==> src/rtl/siw_pkg.sv <==
/*
  Shared constants and types for the synthesizer serial write control.
  Assumes a single mclk domain; every user imports the whole package.
*/
package siw_pkg;

  // Fixed upper address bits; the two low address bits come from pins.
  localparam logic [4:0] SIW_ADDR_FIXED = 5'h18;
  localparam logic [3:0] SIW_BYTE_BITS  = 4'h8;

  // Leading bit of a data byte: 0 for divider, 1 for control.
  localparam int SIW_MARK_POS = 7;

  // Control byte fields.
  localparam int SIW_CP_POS   = 6;
  localparam int SIW_T1_POS   = 5;
  localparam int SIW_T0_POS   = 4;
  localparam int SIW_BSC_POS  = 3;
  localparam int SIW_B1_POS   = 2;
  localparam int SIW_B0_POS   = 1;
  localparam int SIW_OS_POS   = 0;

  // Port byte fields; bit 3 is ignored.
  localparam int SIW_P7_POS   = 7;
  localparam int SIW_P6_POS   = 6;
  localparam int SIW_P5_POS   = 5;
  localparam int SIW_P4_POS   = 4;
  localparam int SIW_P2_POS   = 2;
  localparam int SIW_P1_POS   = 1;
  localparam int SIW_P0_POS   = 0;

  // Reset values.
  localparam logic [7:0]  SIW_CTL_RST   = 8'h00;
  localparam logic [7:0]  SIW_PORT_RST  = 8'h00;
  localparam logic [14:0] SIW_RATIO_RST = 15'h0000;
  localparam logic [3:0]  SIW_OC_RST    = 4'h0;
  localparam logic [2:0]  SIW_EF_RST    = 3'h7;

  // Dividers.
  localparam int SIW_REF_DIV  = 512;
  localparam int SIW_PRESCALE = 8;
  localparam logic [8:0] SIW_REF_LAST = 9'(SIW_REF_DIV - 1);
  localparam logic [2:0] SIW_PRE_LAST = 3'(SIW_PRESCALE - 1);

  // Band levels chosen by ports 7, 5 and 4.
  localparam logic [2:0] SIW_BANDP_LOW  = 3'h6;
  localparam logic [2:0] SIW_BANDP_MID  = 3'h5;
  localparam logic [2:0] SIW_BANDP_HIGH = 3'h3;
  localparam logic [1:0] SIW_BAND_LOW   = 2'h0;
  localparam logic [1:0] SIW_BAND_MID   = 2'h1;
  localparam logic [1:0] SIW_BAND_HIGH  = 2'h2;
  localparam logic [1:0] SIW_BAND_TOP   = 2'h3;

  typedef enum logic [1:0] {SIW_RX_IDLE, SIW_RX_SHIFT, SIW_RX_ACK,
                            SIW_RX_SKIP} siw_rx_t;
  typedef enum logic [1:0] {SIW_EXP_CLASS, SIW_EXP_DIV_LO,
                            SIW_EXP_PORT} siw_expect_t;

endpackage

==> src/rtl/siw_byte_if.sv <==
/*
  Byte hand-off between the serial receiver and the control logic.
  Assumes both ends run on mclk.
*/
interface siw_byte_if;
  logic [7:0] data;
  logic       strobe;
  logic       frame_start;
  logic [1:0] addr_bits;

  modport rx  (output data, strobe, frame_start, input addr_bits);
  modport ctl (input data, strobe, frame_start, output addr_bits);
endinterface

==> src/rtl/siw_i2c_rx.sv <==
/*
  Write-only two-wire receiver: start and stop detection, address match,
  byte shifting and acknowledge. Assumes scl and sda come from pins and
  that mclk is several times faster than the serial clock.
*/
module siw_i2c_rx
  import siw_pkg::*;
(
  input  wire logic mclk,
  input  wire logic reset,
  input  wire logic scl,
  input  wire logic sda_in,
  output logic      sda_out,
  output logic      sda_oe,
  siw_byte_if.rx    bus
);

  logic [2:0] scl_q;
  logic [2:0] sda_q;
  siw_rx_t    state_q;
  logic [7:0] shift_q;
  logic [3:0] cnt_q;
  logic       addr_phase_q;
  logic       strobe_q;
  logic       frame_q;

  // Two stages tame the pins; the third stage only serves edge finding.
  always_ff @(posedge mclk) begin
    if (reset) begin
      scl_q <= 3'h7;
      sda_q <= 3'h7;
    end else begin
      scl_q <= {scl_q[1:0], scl};
      sda_q <= {sda_q[1:0], sda_in};
    end
  end

  wire scl_rise   = scl_q[1] & ~scl_q[2];
  wire scl_fall   = ~scl_q[1] & scl_q[2];
  wire scl_high   = scl_q[1] & scl_q[2];
  wire start_seen = scl_high & sda_q[2] & ~sda_q[1];
  wire stop_seen  = scl_high & ~sda_q[2] & sda_q[1];
  wire byte_done  = scl_fall && (cnt_q == SIW_BYTE_BITS);
  // A read request is never matched, so the read phase is not answered.
  wire addr_match = (shift_q[7:1] == {SIW_ADDR_FIXED, bus.addr_bits})
                    && !shift_q[0];

  // Receiver sequence; a stop returns to idle, a start always restarts.
  always_ff @(posedge mclk) begin
    if (reset) begin
      state_q      <= SIW_RX_IDLE;
      shift_q      <= 8'h00;
      cnt_q        <= 4'h0;
      addr_phase_q <= 1'b0;
      strobe_q     <= 1'b0;
      frame_q      <= 1'b0;
    end else begin
      strobe_q <= 1'b0;
      frame_q  <= 1'b0;
      if (start_seen) begin
        state_q      <= SIW_RX_SHIFT;
        cnt_q        <= 4'h0;
        addr_phase_q <= 1'b1;
      end else if (stop_seen) begin
        state_q <= SIW_RX_IDLE;
      end else begin
        case (state_q)
          SIW_RX_SHIFT: begin
            if (scl_rise) begin
              shift_q <= {shift_q[6:0], sda_q[1]};
              cnt_q   <= cnt_q + 4'h1;
            end else if (byte_done) begin
              if (!addr_phase_q) begin
                strobe_q <= 1'b1;
                state_q  <= SIW_RX_ACK;
              end else if (addr_match) begin
                frame_q <= 1'b1;
                state_q <= SIW_RX_ACK;
              end else begin
                state_q <= SIW_RX_SKIP;
              end
            end
          end
          SIW_RX_ACK: begin
            if (scl_fall) begin
              state_q      <= SIW_RX_SHIFT;
              cnt_q        <= 4'h0;
              addr_phase_q <= 1'b0;
            end
          end
          default: begin
          end
        endcase
      end
    end
  end

  // Acknowledge pulls the line low for one whole serial clock low-high-low.
  assign sda_out         = 1'b0;
  assign sda_oe          = (state_q == SIW_RX_ACK);
  assign bus.data        = shift_q;
  assign bus.strobe      = strobe_q;
  assign bus.frame_start = frame_q;
endmodule

==> src/rtl/siw_write_ctl.sv <==
/*
  Write-side control of a serial-programmed frequency synthesizer: byte
  classification, divider ratio, control and port registers, band select,
  reference and input dividers. Assumes all pin inputs are asynchronous
  to mclk and toggle well below half the mclk rate.
*/
// Functional notes
// Answer one 7-bit address followed by a write/read direction bit.
// Address byte is 1,1,0,0,0, two pin bits, then direction 0.
// Accept four data bytes per transfer and acknowledge each one low.
// Controller starts partial writes only with upper divider or control.
// First data byte leading 0 means divider, 1 means control and ports.
// Keep taking data bytes without re-addressing until STOP.
// Divider bytes form a 15-bit ratio, upper seven bits first.
// Control byte: marker, pump current, two test bits, band src, band.
// Port byte: ports 7,6,5,4, ignored bit, ports 2,1,0.
// At power-on open-collector ports float, emitter ports drive high.
// Band output follows band code or ports 7,5,4 by band source.
// Comparison reference is the crystal clock divided by 512.
// Input signal is prescaled by 8 ahead of the ratio divider.
// In test routing, port 2 outputs the divided input frequency.
// Pump tristate bit at 1 floats the charge-pump output.
// Amplifier-off bit at 1 switches off the varactor drive.
// Band source 0 uses band code bits, 1 uses ports 7,5,4.
// Open-collector bit 1 is active; emitter-follower bit 1 drives low.
// After a completed pair, the next byte is classified afresh.
module siw_write_ctl
  import siw_pkg::*;
(
  input  wire logic        mclk,
  input  wire logic        reset,
  input  wire logic        scl,
  input  wire logic        sda_in,
  output logic             sda_out,
  output logic             sda_oe,
  input  wire logic        addr_pin_bit_hi,
  input  wire logic        addr_pin_bit_lo,
  input  wire logic        xtal_in,
  input  wire logic        rf_in,
  output logic             ref_out,
  output logic             div_out,
  output logic [14:0]      ratio_out,
  output logic             pump_current_sel,
  output logic             pump_out_en,
  output logic             varactor_drive_out_en,
  output logic [1:0]       band_select_out,
  output logic [3:0]       port_oc_oe,
  output logic [2:0]       port_ef_out
);

  siw_byte_if byte_bus ();

  siw_i2c_rx u_rx (
    .mclk    (mclk),
    .reset   (reset),
    .scl     (scl),
    .sda_in  (sda_in),
    .sda_out (sda_out),
    .sda_oe  (sda_oe),
    .bus     (byte_bus.rx)
  );

  logic [2:0]  xtal_q;
  logic [2:0]  rf_q;
  logic [1:0]  ahi_q;
  logic [1:0]  alo_q;

  // Pin synchronisers; the address straps change only at board level.
  always_ff @(posedge mclk) begin
    if (reset) begin
      xtal_q <= 3'h0;
      rf_q   <= 3'h0;
      ahi_q  <= 2'h0;
      alo_q  <= 2'h0;
    end else begin
      xtal_q <= {xtal_q[1:0], xtal_in};
      rf_q   <= {rf_q[1:0], rf_in};
      ahi_q  <= {ahi_q[0], addr_pin_bit_hi};
      alo_q  <= {alo_q[0], addr_pin_bit_lo};
    end
  end

  assign byte_bus.addr_bits = {ahi_q[1], alo_q[1]};

  wire xtal_rise = xtal_q[1] & ~xtal_q[2];
  wire rf_rise   = rf_q[1] & ~rf_q[2];

  siw_expect_t exp_q;
  logic [6:0]  upper_q;
  logic [14:0] ratio_q;
  logic [7:0]  ctl_q;
  logic [7:0]  port_q;

  wire [7:0] rx_data  = byte_bus.data;
  wire       rx_stb   = byte_bus.strobe;
  wire       is_ctl   = rx_data[SIW_MARK_POS];

  // Byte sequencing. The upper divider bits are staged and the ratio is
  // committed only with the lower byte, so the loop never sees half a
  // new ratio during a sweep.
  always_ff @(posedge mclk) begin
    if (reset) begin
      exp_q   <= SIW_EXP_CLASS;
      upper_q <= 7'h00;
      ratio_q <= SIW_RATIO_RST;
      ctl_q   <= SIW_CTL_RST;
      port_q  <= SIW_PORT_RST;
    end else if (byte_bus.frame_start) begin
      exp_q <= SIW_EXP_CLASS;
    end else if (rx_stb) begin
      case (exp_q)
        SIW_EXP_CLASS: begin
          if (is_ctl) begin
            ctl_q <= rx_data;
            exp_q <= SIW_EXP_PORT;
          end else begin
            upper_q <= rx_data[6:0];
            exp_q   <= SIW_EXP_DIV_LO;
          end
        end
        SIW_EXP_DIV_LO: begin
          ratio_q <= {upper_q, rx_data};
          exp_q   <= SIW_EXP_CLASS;
        end
        SIW_EXP_PORT: begin
          port_q <= rx_data;
          exp_q  <= SIW_EXP_CLASS;
        end
        default: begin
          exp_q <= SIW_EXP_CLASS;
        end
      endcase
    end
  end

  logic [8:0]  ref_cnt_q;
  logic [2:0]  pre_cnt_q;
  logic [14:0] div_cnt_q;

  // Ratio divider counts prescaled input periods; a ratio of 0 or 1
  // simply wraps on every prescaled period.
  wire        pre_tick = rf_rise && (pre_cnt_q == SIW_PRE_LAST);
  wire [15:0] div_next = {1'b0, div_cnt_q} + 16'h0001;
  wire        div_last = div_next >= {1'b0, ratio_q};
  wire        div_high = div_cnt_q < {1'b0, ratio_q[14:1]};

  // Reference and input dividers, all counted on pin edges.
  always_ff @(posedge mclk) begin
    if (reset) begin
      ref_cnt_q <= 9'h000;
      pre_cnt_q <= 3'h0;
      div_cnt_q <= 15'h0000;
    end else begin
      if (xtal_rise) begin
        ref_cnt_q <= ref_cnt_q + 9'h001;
      end
      if (rf_rise) begin
        pre_cnt_q <= pre_cnt_q + 3'h1;
      end
      if (pre_tick) begin
        div_cnt_q <= div_last ? 15'h0000 : div_next[14:0];
      end
    end
  end

  // Band level from ports 7, 5 and 4; other combinations give the top.
  wire [2:0] band_ports = {port_q[SIW_P7_POS], port_q[SIW_P5_POS],
                           port_q[SIW_P4_POS]};
  wire [1:0] band_by_port =
    (band_ports == SIW_BANDP_LOW)  ? SIW_BAND_LOW  :
    (band_ports == SIW_BANDP_MID)  ? SIW_BAND_MID  :
    (band_ports == SIW_BANDP_HIGH) ? SIW_BAND_HIGH : SIW_BAND_TOP;
  wire [1:0] band_by_code = {ctl_q[SIW_B1_POS], ctl_q[SIW_B0_POS]};
  wire [1:0] band_d = ctl_q[SIW_BSC_POS] ? band_by_port
                                         : band_by_code;

  // Port drive; test routing puts the divided signals on ports 2 and 6.
  wire       test_route = ctl_q[SIW_T1_POS];
  wire       ref_d      = ref_cnt_q[8];
  wire [3:0] oc_d = {test_route ? ~ref_out : port_q[SIW_P6_POS],
                     test_route ? ~div_out : port_q[SIW_P2_POS],
                     port_q[SIW_P1_POS], port_q[SIW_P0_POS]};
  wire [2:0] ef_d = ~band_ports;

  // All pin outputs but the data line leave from flip-flops, one cycle behind the registers.
  always_ff @(posedge mclk) begin
    if (reset) begin
      ref_out               <= 1'b0;
      div_out               <= 1'b0;
      ratio_out             <= SIW_RATIO_RST;
      pump_current_sel      <= 1'b0;
      pump_out_en           <= 1'b1;
      varactor_drive_out_en <= 1'b1;
      band_select_out       <= SIW_BAND_LOW;
      port_oc_oe            <= SIW_OC_RST;
      port_ef_out           <= SIW_EF_RST;
    end else begin
      ref_out               <= ref_d;
      div_out               <= div_high;
      ratio_out             <= ratio_q;
      pump_current_sel      <= ctl_q[SIW_CP_POS];
      pump_out_en           <= ~ctl_q[SIW_T0_POS];
      varactor_drive_out_en <= ~ctl_q[SIW_OS_POS];
      band_select_out       <= band_d;
      port_oc_oe            <= oc_d;
      port_ef_out           <= ef_d;
    end
  end
endmodule

==> config.mk <==
export PLATFORM = sky130hd
export DESIGN_NAME = siw_write_ctl
export DESIGN_NICKNAME = d
export VERILOG_FILES = /design/src/rtl/siw_pkg.sv /design/src/rtl/siw_byte_if.sv /design/src/rtl/siw_i2c_rx.sv /design/src/rtl/siw_write_ctl.sv
export SDC_FILE = /design/constraint.sdc
export NUM_CORES = 1
export LEC_CHECK = 0
export ABC_CLOCK_PERIOD_IN_PS = 3800
export BUFFER_PORTS_ARGS = -buffer_cell sky130_fd_sc_hd__buf_2
export CAP_MARGIN = 20
export CORE_MARGIN = 8
export CORE_UTILIZATION = 60
export DETAILED_ROUTE_END_ITERATION = 8
export HOLD_SLACK_MARGIN = 0.03
export PLACE_DENSITY = 0.85
export SETUP_SLACK_MARGIN = 0.4
export SLEW_MARGIN = 0
export SYNTH_ARGS = -nofsm -noshare
export SYNTH_HDL_FRONTEND = slang
export SYNTH_SLANG_ARGS = --single-unit
==> constraint.sdc <==
create_clock -name mclk -period 3.8 [get_ports mclk]
set_input_delay 0.19 -clock mclk [delete_from_list [all_inputs] [get_ports mclk]]
set_output_delay 0.19 -clock mclk [all_outputs]
set_load 0.01 [all_outputs]
# Word-level counts from Yosys, hierarchy flattened
# Index checks and enable logic that the tools add are counted.
# totals
output_inout_bits	31
reg_bits	128
# classes
eq_ne	18
reduce_logical	23
n_bitwise	27
n_mux	26
order_cmp	2
add_sub_neg	4
# op_table
op	n
AND reduction 4 bit	6
2-to-1 mux 2 bit	9
NOT 1 bit	17
adder 15 x 1 -> 16 bit (second input constant)	1
greater-or-equal comparator 16 x 15 -> 1 bit	1
< comparator 15 x 14 -> 1 bit	1
2-to-1 mux 15 bit	1
2-to-1 mux 1 bit	12
adder 9 x 1 -> 9 bit (second input constant)	1
AND 1 bit	9
equality test 3 bit (second input constant)	3
AND reduction 3 bit	3
2-to-1 mux 4 bit	2
inequality test 2 x 1 -> 1 bit (second input constant)	4
inequality test 4 x 1 -> 1 bit (second input constant)	2
case mux 4 bit (2 select lines)	1
equality test 7 bit	1
OR reduction 7 bit	1
nonzero test 2 bit	3
OR reduction 6 bit	1
adder 4 x 1 -> 4 bit (second input constant)	1
equality test 2 x 1 -> 1 bit (second input constant)	2
equality test 2 bit (second input constant)	2
equality test 4 bit (second input constant)	1
12 further kinds	15

# Depth between registers and ports, before layout
# Gate-level depths: netlist of the first run.
# logic_depth
word_depth	9
depth_mapped	13
mapped_depth_nobuf	12

# Modules after synthesis
# A second synthesis of the first run with hierarchy kept.
# hier_totals
hier_cells	588
area_unflattened_um2	5465.2
# by_module_without_submodules
module	n_inst	seq_area_each_um2	cells_per_inst	area_each_um2
siw_write_ctl	1	2082.0	477	4479.3
siw_i2c_rx	1	460.4	111	985.9

# Worst setup path before layout of the first run
# OpenSTA, ideal clock, no wires.
# synth_timing
kind	register to register
startpoint	register div_cnt_q[2]
endpoint	register div_cnt_q[1]
path_stages_with_launch	11
setup_time_ps	60
t_arrival_ps	2648
required_time_ps	3740
slack_ps	1092
synth_period_minus_slack_ps	2708
path_buffers	0
path_cell_list	dfxtp_1 > nand3_1 > nor3_1 > nand3_1 > xnor2_1 > ha_1 > a21o_1 > a2111oi_2 > o311ai_2 > nor2_2 > a22o_1
# synth_between
elab_chain_len	3
# synth_lines
item	line	source
from (decl)	siw_write_ctl.sv:138	logic [14:0] div_cnt_q;
from (signal assigned)	siw_write_ctl.sv:161	div_cnt_q <= div_last ? 15'h0000 : div_next[14:0];
adder 15 x 1 -> 16 bit	siw_write_ctl.sv:143	wire [15:0] div_next = {1'b0, div_cnt_q} + 16'h0001;
greater-or-equal comparator 16 x 15 -> 1 bit	siw_write_ctl.sv:144	wire div_last = div_next >= {1'b0, ratio_q};
2-to-1 mux 15 bit	siw_write_ctl.sv:161	
# No other way between the ends.
# A chain may end at the register's enable or synchronous reset.

# Final worst setup path of the first run
# layout_timing
startpoint	register div_cnt_q[2]
endpoint	register div_cnt_q[5]
# layout_between
elab_chain_len	3
# layout_lines
item	line
adder 15 x 1 -> 16 bit *	siw_write_ctl.sv:143
greater-or-equal comparator 16 x 15 -> 1 bit	siw_write_ctl.sv:144
2-to-1 mux 15 bit *	siw_write_ctl.sv:161
# Every way passes the cells marked *; elsewhere a longest branch is shown, timed or not.

==> results of run 1 <==
-- area by class of cell --
type	instances	area share
Clock buffer	17	0.06758
Sequential cell	127	0.4149
Tap cell	108	0.02205
Inverter	21	0.01286
Clock inverter	13	0.01899
Timing Repair Buffer	47	0.04492
Multi-Input combinational cell	399	0.4187
-- final timing paths --
kind	from	end	slack [ns]	depth (start not counted)
min	reset	ratio_out[1]$_SDFF_PP0_	0.15	2
max reg2reg	div_cnt_q[2]$_SDFFE_PP0P_	div_cnt_q[5]$_SDFFE_PP0P_	0.57	10
max	div_cnt_q[2]$_SDFFE_PP0P_	div_cnt_q[5]$_SDFFE_PP0P_	0.57	10
min reg2reg	ctl_q[4]$_SDFFE_PP0P_	pump_out_en$_SDFF_PP1_	0.40	1
-- sequential cells by signal, indices dropped and copies added, names as in the netlist, 7 cells and up --
name / flops
div_cnt_q: 15
ratio_out: 15
ratio_q: 15
ref_cnt_q: 9
u_rx.bus.data: 8
ctl_q: 7
port_q: 7
upper_q: 7
-- cell usage in the layout, fill, tap and decap left out, types with 9 or more instances in the layout --
cell	n
a21o_1	11
a21oi_1	40
a22o_1	9
buf_2	37
clkbuf_16	16
dfxtp_1	127
ha_1	34
inv_1	21
mux2i_1	25
nand2_1	70
nand2b_1	12
nand3_1	13
nor2_1	61
nor2b_1	19
nor3_1	9
o21ai_0	11
xnor2_1	11
xor2_1	12
-- cells in the mapped netlist (2+ instances only) --
| cell type | count | area (um^2) |
|---|---|---|
| nor2_2 | 2 | 12.51 |
| clkbuf_2 | 2 | 10.01 |
| a311oi_1 | 2 | 17.52 |
| inv_1 | 21 | 78.83 |
| or2_2 | 8 | 50.05 |
| a21oi_1 | 40 | 200.2 |
| nand3_1 | 13 | 65.06 |
| clkbuf_1 | 14 | 52.55 |
| and4_1 | 3 | 26.28 |
| or3_1 | 4 | 25.02 |
| a22o_1 | 9 | 78.83 |
| nand4b_1 | 3 | 26.28 |
| a211oi_1 | 7 | 52.55 |
| xor2_1 | 12 | 105.1 |
| nor2b_1 | 19 | 118.9 |
| nor2_1 | 61 | 229.0 |
| nand2b_1 | 12 | 75.07 |
| buf_1 | 2 | 7.510 |
| mux2i_1 | 25 | 250.2 |
| xnor2_1 | 11 | 96.34 |
| and3_1 | 6 | 37.54 |
| a21o_1 | 11 | 82.58 |
| ha_1 | 34 | 425.4 |
| nor3_1 | 9 | 45.04 |
| nand4_1 | 8 | 50.05 |
| nand2_1 | 70 | 262.8 |
| o21ai_0 | 11 | 55.05 |
| buf_2 | 2 | 10.01 |
| dfxtp_1 | 127 | 2542 |
| clkbuf_8 | 4 | 55.05 |
-- cell families after synthesis --
logic type	Yosys count	share of synthesized area
AO/OA/AOI/OAI	90	0.1086
XOR/XNOR	23	0.03776
adder cells (fa/ha/maj)	34	0.07974
buffers and inverters	47	0.04339
flip-flops	127	0.4765
multiplexers	25	0.04690
other	1	0.0007029
AND/OR/NAND/NOR	226	0.2064
-- metal layers --
layer / up-vias / track usage / wire length (um)
li1: 2033 / - / -
met1: 2007 / 0.2301 / 4965
met2: 108 / 0.3396 / 5738
met3: 30 / 0.04244 / 517
met4: 0 / 0.09895 / 296
met5: - / 0 / 0
-- power by group --
part / internal, W / total, W / switching, W
Sequential: 0.00134 / 0.00135 / 0.00000864
Clock: 0.000860 / 0.00145 / 0.000592
Combinational: 0.0000271 / 0.0000663 / 0.0000392
Total: 0.00223 / 0.00287 / 0.000640
-- per-stage QoR --
step,total power [W],hold WS (ns)
after detailed placement,0.001441,0.3750
after global routing,0.002953,0.1873
final,0.002871,0.1495
after floorplan,0.001428,0.2938
after global placement,0.001436,0.3746
after CTS,0.002884,0.1366
-- timing repair --
| action | CTS | global route |
|---|---|---|
| endpoints found under the setup margin | 0 | 9 |
| hold buffers | 6 | 0 |
| endpoints found under the hold margin | 6 | 0 |
| setup buffers | 0 | 0 |
| resized for setup | 0 | 1 |
==> key figures, run 1 <==
Finish
  – Fill count: 639
  – Final std cells w/o fill: 732
  – Ant. Diodes: 0
  – Nets@finish: 655
  – FF+latch area: 0.002542 mm^2
  – Layout cells sized above 1: 0.1410
  – Footprint of the multi-input gates: 0.002566 mm^2
  – Final instance area: 0.006128 mm^2
  – Core Util, Final: 0.7062
  – Area grow syn2layout: 14.87%

Place
  – Placed cells: approximately 700
  – PortBufs: 37
  – Gp weighted congestion: 0.8971
  – Area after DPL: 0.005533 mm^2
  – Post-place setup slack: 0.5988 ns
  – DP HPWL: 7712 um

Floorplanning
  – Core footprint: ~0.0087 mm^2
  – Core Rows: 34
  – IO Pins: 39
  – Initial Util: 0.6148
  – Die area: 0.01217 mm^2
  – Die Span Y: 110.3 um
  – Die Wd: 110.3 um

Run status
  – Outcome: finished clean

STA
  – Slew Viols, Final: 0
  – RSZ-0062 raised after global routing: yes
  – Fmax: 0.3099 GHz
  – Slew @ Worst Pin: 0.7297 ns
  – Final setup vio count: 0
  – Final min period: 3.227 ns
  – Max_slew headroom: 0.5135
  – Worst-case clock skew: between 0.005 and 0.006 ns
  – Final Hold Fails: 0
  – Final worst-path cycle share: 0.8492
  – Final setup TNS: 0 ns
  – Setup ws final: 0.5730 ns

Route
  – DR vias: ~4.2k
  – Initial drt markers: 237
  – Detailed-route vias per instance: 5.708
  – DRC violation count after routing: 0
  – Post-route ant nets: 0
  – Drt wl/cell: 15.73 um
  – Total Wirelength: about 12000 um
  – TritonRoute pass-1 iters: 5

Synthesis
  – Gate Count Post-Synth: 573
  – Synth Cell Area: between 0.005 and 0.006 mm^2
  – Post-synthesis sequential area ratio: 0.4765
  – Synthesis Warnings: 0
  – Net Count, Synth: 615
  – Ys flop type: dfxtp_1
  – Synthesized flop and latch total: 127
  – Yosys cell types: 51
  – Post-synth EDFFs: 0
  – Synth Area per Inst: 9.311 um^2
  – Synth async-reset ratio: 0

CTS
  – Clock slew at reported path FFs: about 0.060 ns
  – CTS root buf: clkbuf_8
  – Sink Count: 127
  – Clock tree buffer depth: 2
  – CTS tree: done
  – Worst-Skew Late Latency: 0.52 ns
  – CTS Buf Count: 17
  – H-tree Lvls: 4

Setup path
  – Worst stage delay on the critical path: 0.50 ns
  – CP Data Required Time: 4.26 ns
  – Delay-heaviest family, CP: compound AO/OA/AOI/OAI gates
  – CP max FO: 8
  – Crit. End Element: flop
  – Startpoint types: flop
  – Crit path max-delay cell type: nor3_1
  – Data arrival, critical path: 3.69 ns
  – Critical path class: reg2reg
  – CP bufs+invs: 0
  – Crit path cell chain: nand3_1 > nor3_1 > nand3_1 > xnor2_1 > ha_1 > a21o_1 > a2111oi_2 > o311ai_2 > a211oi_1 > a21o_1

Global routing
  – Gr usage total: 0.1985
  – Largest net degree at the start of global routing: 81
  – Number of antenna violations at the first check in global routing: 0
  – Overflow left after global routing: 0
  – Vias in the first global route: 4096
  – First-pass GRT wire length: ~19000 um

Job
  – Max-Cap Viols: 0

Power
  – Leak: 2.557 nW
  – Worst VDD drop: 391.8 uV
  – Power per cell area: 468.4 mW/mm^2

Min path
  – HP Class: in2reg
Note: power is estimated with default switching activity, not from simulation.
==> run 2: changes to the inputs <==
Settings changed: ABC_CLOCK_PERIOD_IN_PS 3800 to 2950, CORE_UTILIZATION 60 to 54, PLACE_DENSITY 0.85 to 0.82.
Clock period 3.8 ns to 2.95 ns, I/O delays scaled along.
==> key figures, run 2 (synthesized netlist as in run 1, its figures left out) <==
Min path
  – HP Class: in2reg (unchanged)
  – Worst Hold Depth: 2 (unchanged)
  – Worst hold endpoint: ratio_out[3]$_SDFF_PP0_ (was ratio_out[1]$_SDFF_PP0_)
  – Min-delay src: reset (unchanged)

STA
  – Final setup TNS: 0 ns (unchanged)
  – Final min period: 2.941 ns (was 3.227 ns)
  – Worst-case clock skew: 0.01289 ns (was 0.005113 ns)
  – RSZ-0062 raised after global routing: yes (unchanged)
  – Worst Hold Slack: 0.1217 ns (was 0.1495 ns)
  – Fmax: 0.3400 GHz (was 0.3099 GHz)
  – Slew @ Worst Pin: 0.6749 ns (was 0.7297 ns)
  – Final worst-path cycle share: 0.9969 (was 0.8492)
  – Final setup vio count: 0 (unchanged)
  – Final Hold Fails: 0 (unchanged)
  – Max_slew headroom: 0.5501 (was 0.5135)
  – Slew Viols, Final: 0 (unchanged)

Power
  – Worst VDD drop: 458.3 uV (was 391.8 uV)
  – Sw Share: 0.2161 (was 0.2230)
  – Internal Power: 0.003152 W (was 0.002230 W)
  – Power per cell area: 602.4 mW/mm^2 (was 468.4 mW/mm^2)
  – Clock power frac: 0.544 (was 0.506)
  – P_sw: 0.0008686 W (was 0.0006401 W)
  – Leak: 2.797 nW (was 2.557 nW)
  – Part of the power in registers: 0.431 (was 0.471)
  – Comb power frac: 0.025 (was 0.023)

CTS
  – Clock slew at reported path FFs: 0.06 ns (about the same)
  – Clock tree buffer depth: 2 (unchanged)
  – Sink Count: 127 (unchanged)
  – Worst-Skew Late Latency: 0.52 ns (about the same)
  – CTS tree: done (unchanged)
  – H-tree Lvls: 4 (unchanged)
  – CTS root buf: clkbuf_8 (unchanged)
  – CTS Buf Count: 17 (unchanged)

Route
  – Initial drt markers: 277 (was 237)
  – DRC violation count after routing: 0 (unchanged)
  – Detailed-route vias per instance: 5.506 (was 5.708)
  – Drt wl/cell: 16.39 um (was 15.73 um)
  – DR vias: 4306 (was 4178)
  – TritonRoute pass-1 iters: 5 (unchanged)
  – Post-route ant nets: 0 (unchanged)
  – Total Wirelength: 12820 um (was 11520 um)

Finish
  – Fill count: 702 (was 639)
  – Final std cells w/o fill: 782 (was 732)
  – Largest regs: div_cnt_q: 15 flops, ratio_out: 15 flops, ratio_q: 15 flops (unchanged)
  – Layout cells sized above 1: 0.2280 (was 0.1410)
  – FF+latch area: 0.002575 mm^2 (was 0.002542 mm^2)
  – Ant. Diodes: 0 (unchanged)
  – Commonest cells after routing, fill and taps aside: dfxtp_1 (117), nand2_1 (68), nor2_1 (60) (was dfxtp_1 (127), nand2_1 (70), nor2_1 (61))
  – Commonest non-fill, non-tap cell in the layout: dfxtp_1 (unchanged)
  – Area grow syn2layout: 25.09% (was 14.87%)
  – Footprint of the multi-input gates: 0.002794 mm^2 (was 0.002566 mm^2)
  – Nets@finish: 678 (was 655)

Job
  – Max-Cap Viols: 0 (unchanged)

Setup path
  – Critical path class: reg2reg (unchanged)
  – Startpoint types: flop (unchanged)
  – RR Endpoint: div_cnt_q[6]$_SDFFE_PP0P_ (was div_cnt_q[5]$_SDFFE_PP0P_)
  – CP Data Required Time: 3.34 ns (was 4.26 ns)
  – Crit. End Element: flop (unchanged)
  – CP max FO: 6 (was 8)
  – R2R Path Start: div_cnt_q[3]$_SDFFE_PP0P_ (was div_cnt_q[2]$_SDFFE_PP0P_)
  – Worst reg-to-reg path cell count: 13 (was 10)
  – Data arrival, critical path: 3.34 ns (was 3.69 ns)
  – R2R setup slack: 0.009 ns (was 0.57 ns)

Global routing
  – Largest net degree at the start of global routing: 60 (was 81)
  – Number of antenna violations at the first check in global routing: 0 (unchanged)
  – Vias in the first global route: 4301 (was 4096)
  – Gr usage total: 0.1952 (was 0.1985)
  – First-pass GRT wire length: 20600 um (was 19070 um)
  – Overflow left after global routing: 0 (unchanged)

Floorplanning
  – Core footprint: 0.009684 mm^2 (was 0.008678 mm^2)
  – Die area: 0.01332 mm^2 (was 0.01217 mm^2)
  – Core Rows: 36 (was 34)
  – Die Span Y: 115.4 um (was 110.3 um)
  – Die Wd: 115.4 um (was 110.3 um)
  – IO Pins: 39 (unchanged)
  – Initial Util: 0.5509 (was 0.6148)

Place
  – PortBufs: 37 (unchanged)
  – Placed cells: 721 (was 696)
  – DP HPWL: 7630 um (was 7712 um)
  – Gp weighted congestion: 0.8579 (was 0.8971)

Run status
  – Outcome: finished clean (unchanged)
run 2: cell types whose count changed in the layout (fill, tap and decap cells not counted), moves of 3 or more:
cell	change
nand3_1	-4
dfxtp_4	+8
bufinv_16	+3
clkinv_2	-3
a211oi_2	+4
buf_4	+21
o21ai_0	-3
a211oi_1	-4
dfxtp_1	-10
xnor2_2	+4
xnor2_1	-4
run 2: how the worst max path moves through the flow:
stage,startpoint,endpoint,slack [ns],cells past startpoint
CTS,div_cnt_q[6]$_SDFFE_PP0P_,div_cnt_q[6]$_SDFFE_PP0P_,0.21,10
finish,div_cnt_q[3]$_SDFFE_PP0P_,div_cnt_q[6]$_SDFFE_PP0P_,0.009,13
detailed placement,div_cnt_q[0]$_SDFFE_PP0P_,div_cnt_q[8]$_SDFFE_PP0P_,0.12,10
floorplan,div_cnt_q[7]$_SDFFE_PP0P_,div_cnt_q[0]$_SDFFE_PP0P_,0.39,10
global route,div_cnt_q[2]$_SDFFE_PP0P_,div_cnt_q[6]$_SDFFE_PP0P_,-0.10,13
global placement,div_cnt_q[2]$_SDFFE_PP0P_,div_cnt_q[3]$_SDFFE_PP0P_,0.20,10
run 2: power groups by stage:
stage / clock [W] / combinational, W / sequential, W
after floorplan: 0 / 0.0000657 / 0.00177
after global placement: 0 / 0.0000759 / 0.00178
after detailed placement: 0 / 0.0000802 / 0.00178
after CTS: 0.00220 / 0.0000925 / 0.00173
after global routing: 0.00227 / 0.000109 / 0.00173
final: 0.00219 / 0.0000992 / 0.00173
run 2: routing by layer:
layer | GRT usage | share of wire | up-vias
met4 | 0.08231 | 0.022 | 0
li1 | - | - | 2094
met5 | 0 | 0 | -
met1 | 0.2324 | 0.42 | 2044
met2 | 0.3229 | 0.49 | 136
met3 | 0.05462 | 0.062 | 32
run 2: repair_timing:
item	in CTS	in global routing
buffers inserted	7	14
pin swaps	12	24
hold buffers	6	0
resized for setup	25	17
cloned	2	0
setup endpoints to repair	15	15
hold endpoints to repair	6	0
run 2: worst max-delay path, stage by stage (launching register included):
cell and delay [ns]:
dfxtp_4 0.39, nand3_4 0.10, nor3_4 0.30, buf_6 0.16, nand2_4 0.05, xnor2_2 0.13, ha_1 0.33, nand2_1 0.07
o21ai_1 0.24, a21oi_4 0.08, buf_4 0.16, o311ai_4 0.40, nor3_1 0.12, o31a_1 0.28
run 2: area by class of cell:
class,count,share of cell area
repair buffers,68,0.06580
inverters,21,0.01181
clock inverters,14,0.03037
clock buffers,18,0.06262
flip-flops and latches,127,0.3858
well taps,133,0.02493
multi-input cells,401,0.4186
run 2: per-stage QoR:
stage	util	setup WS (ns)	instance area, um^2	power [W]
finish	0.6891	0.009170	6674	0.004020
global route	0.6891	-0.1015	6674	0.004115
CTS	0.6682	0.2078	6471	0.004027
detailed placement	0.5824	0.1220	5640	0.001858
global placement	0.5817	0.1953	5633	0.001852
floorplan	-	0.3892	5409	0.001840
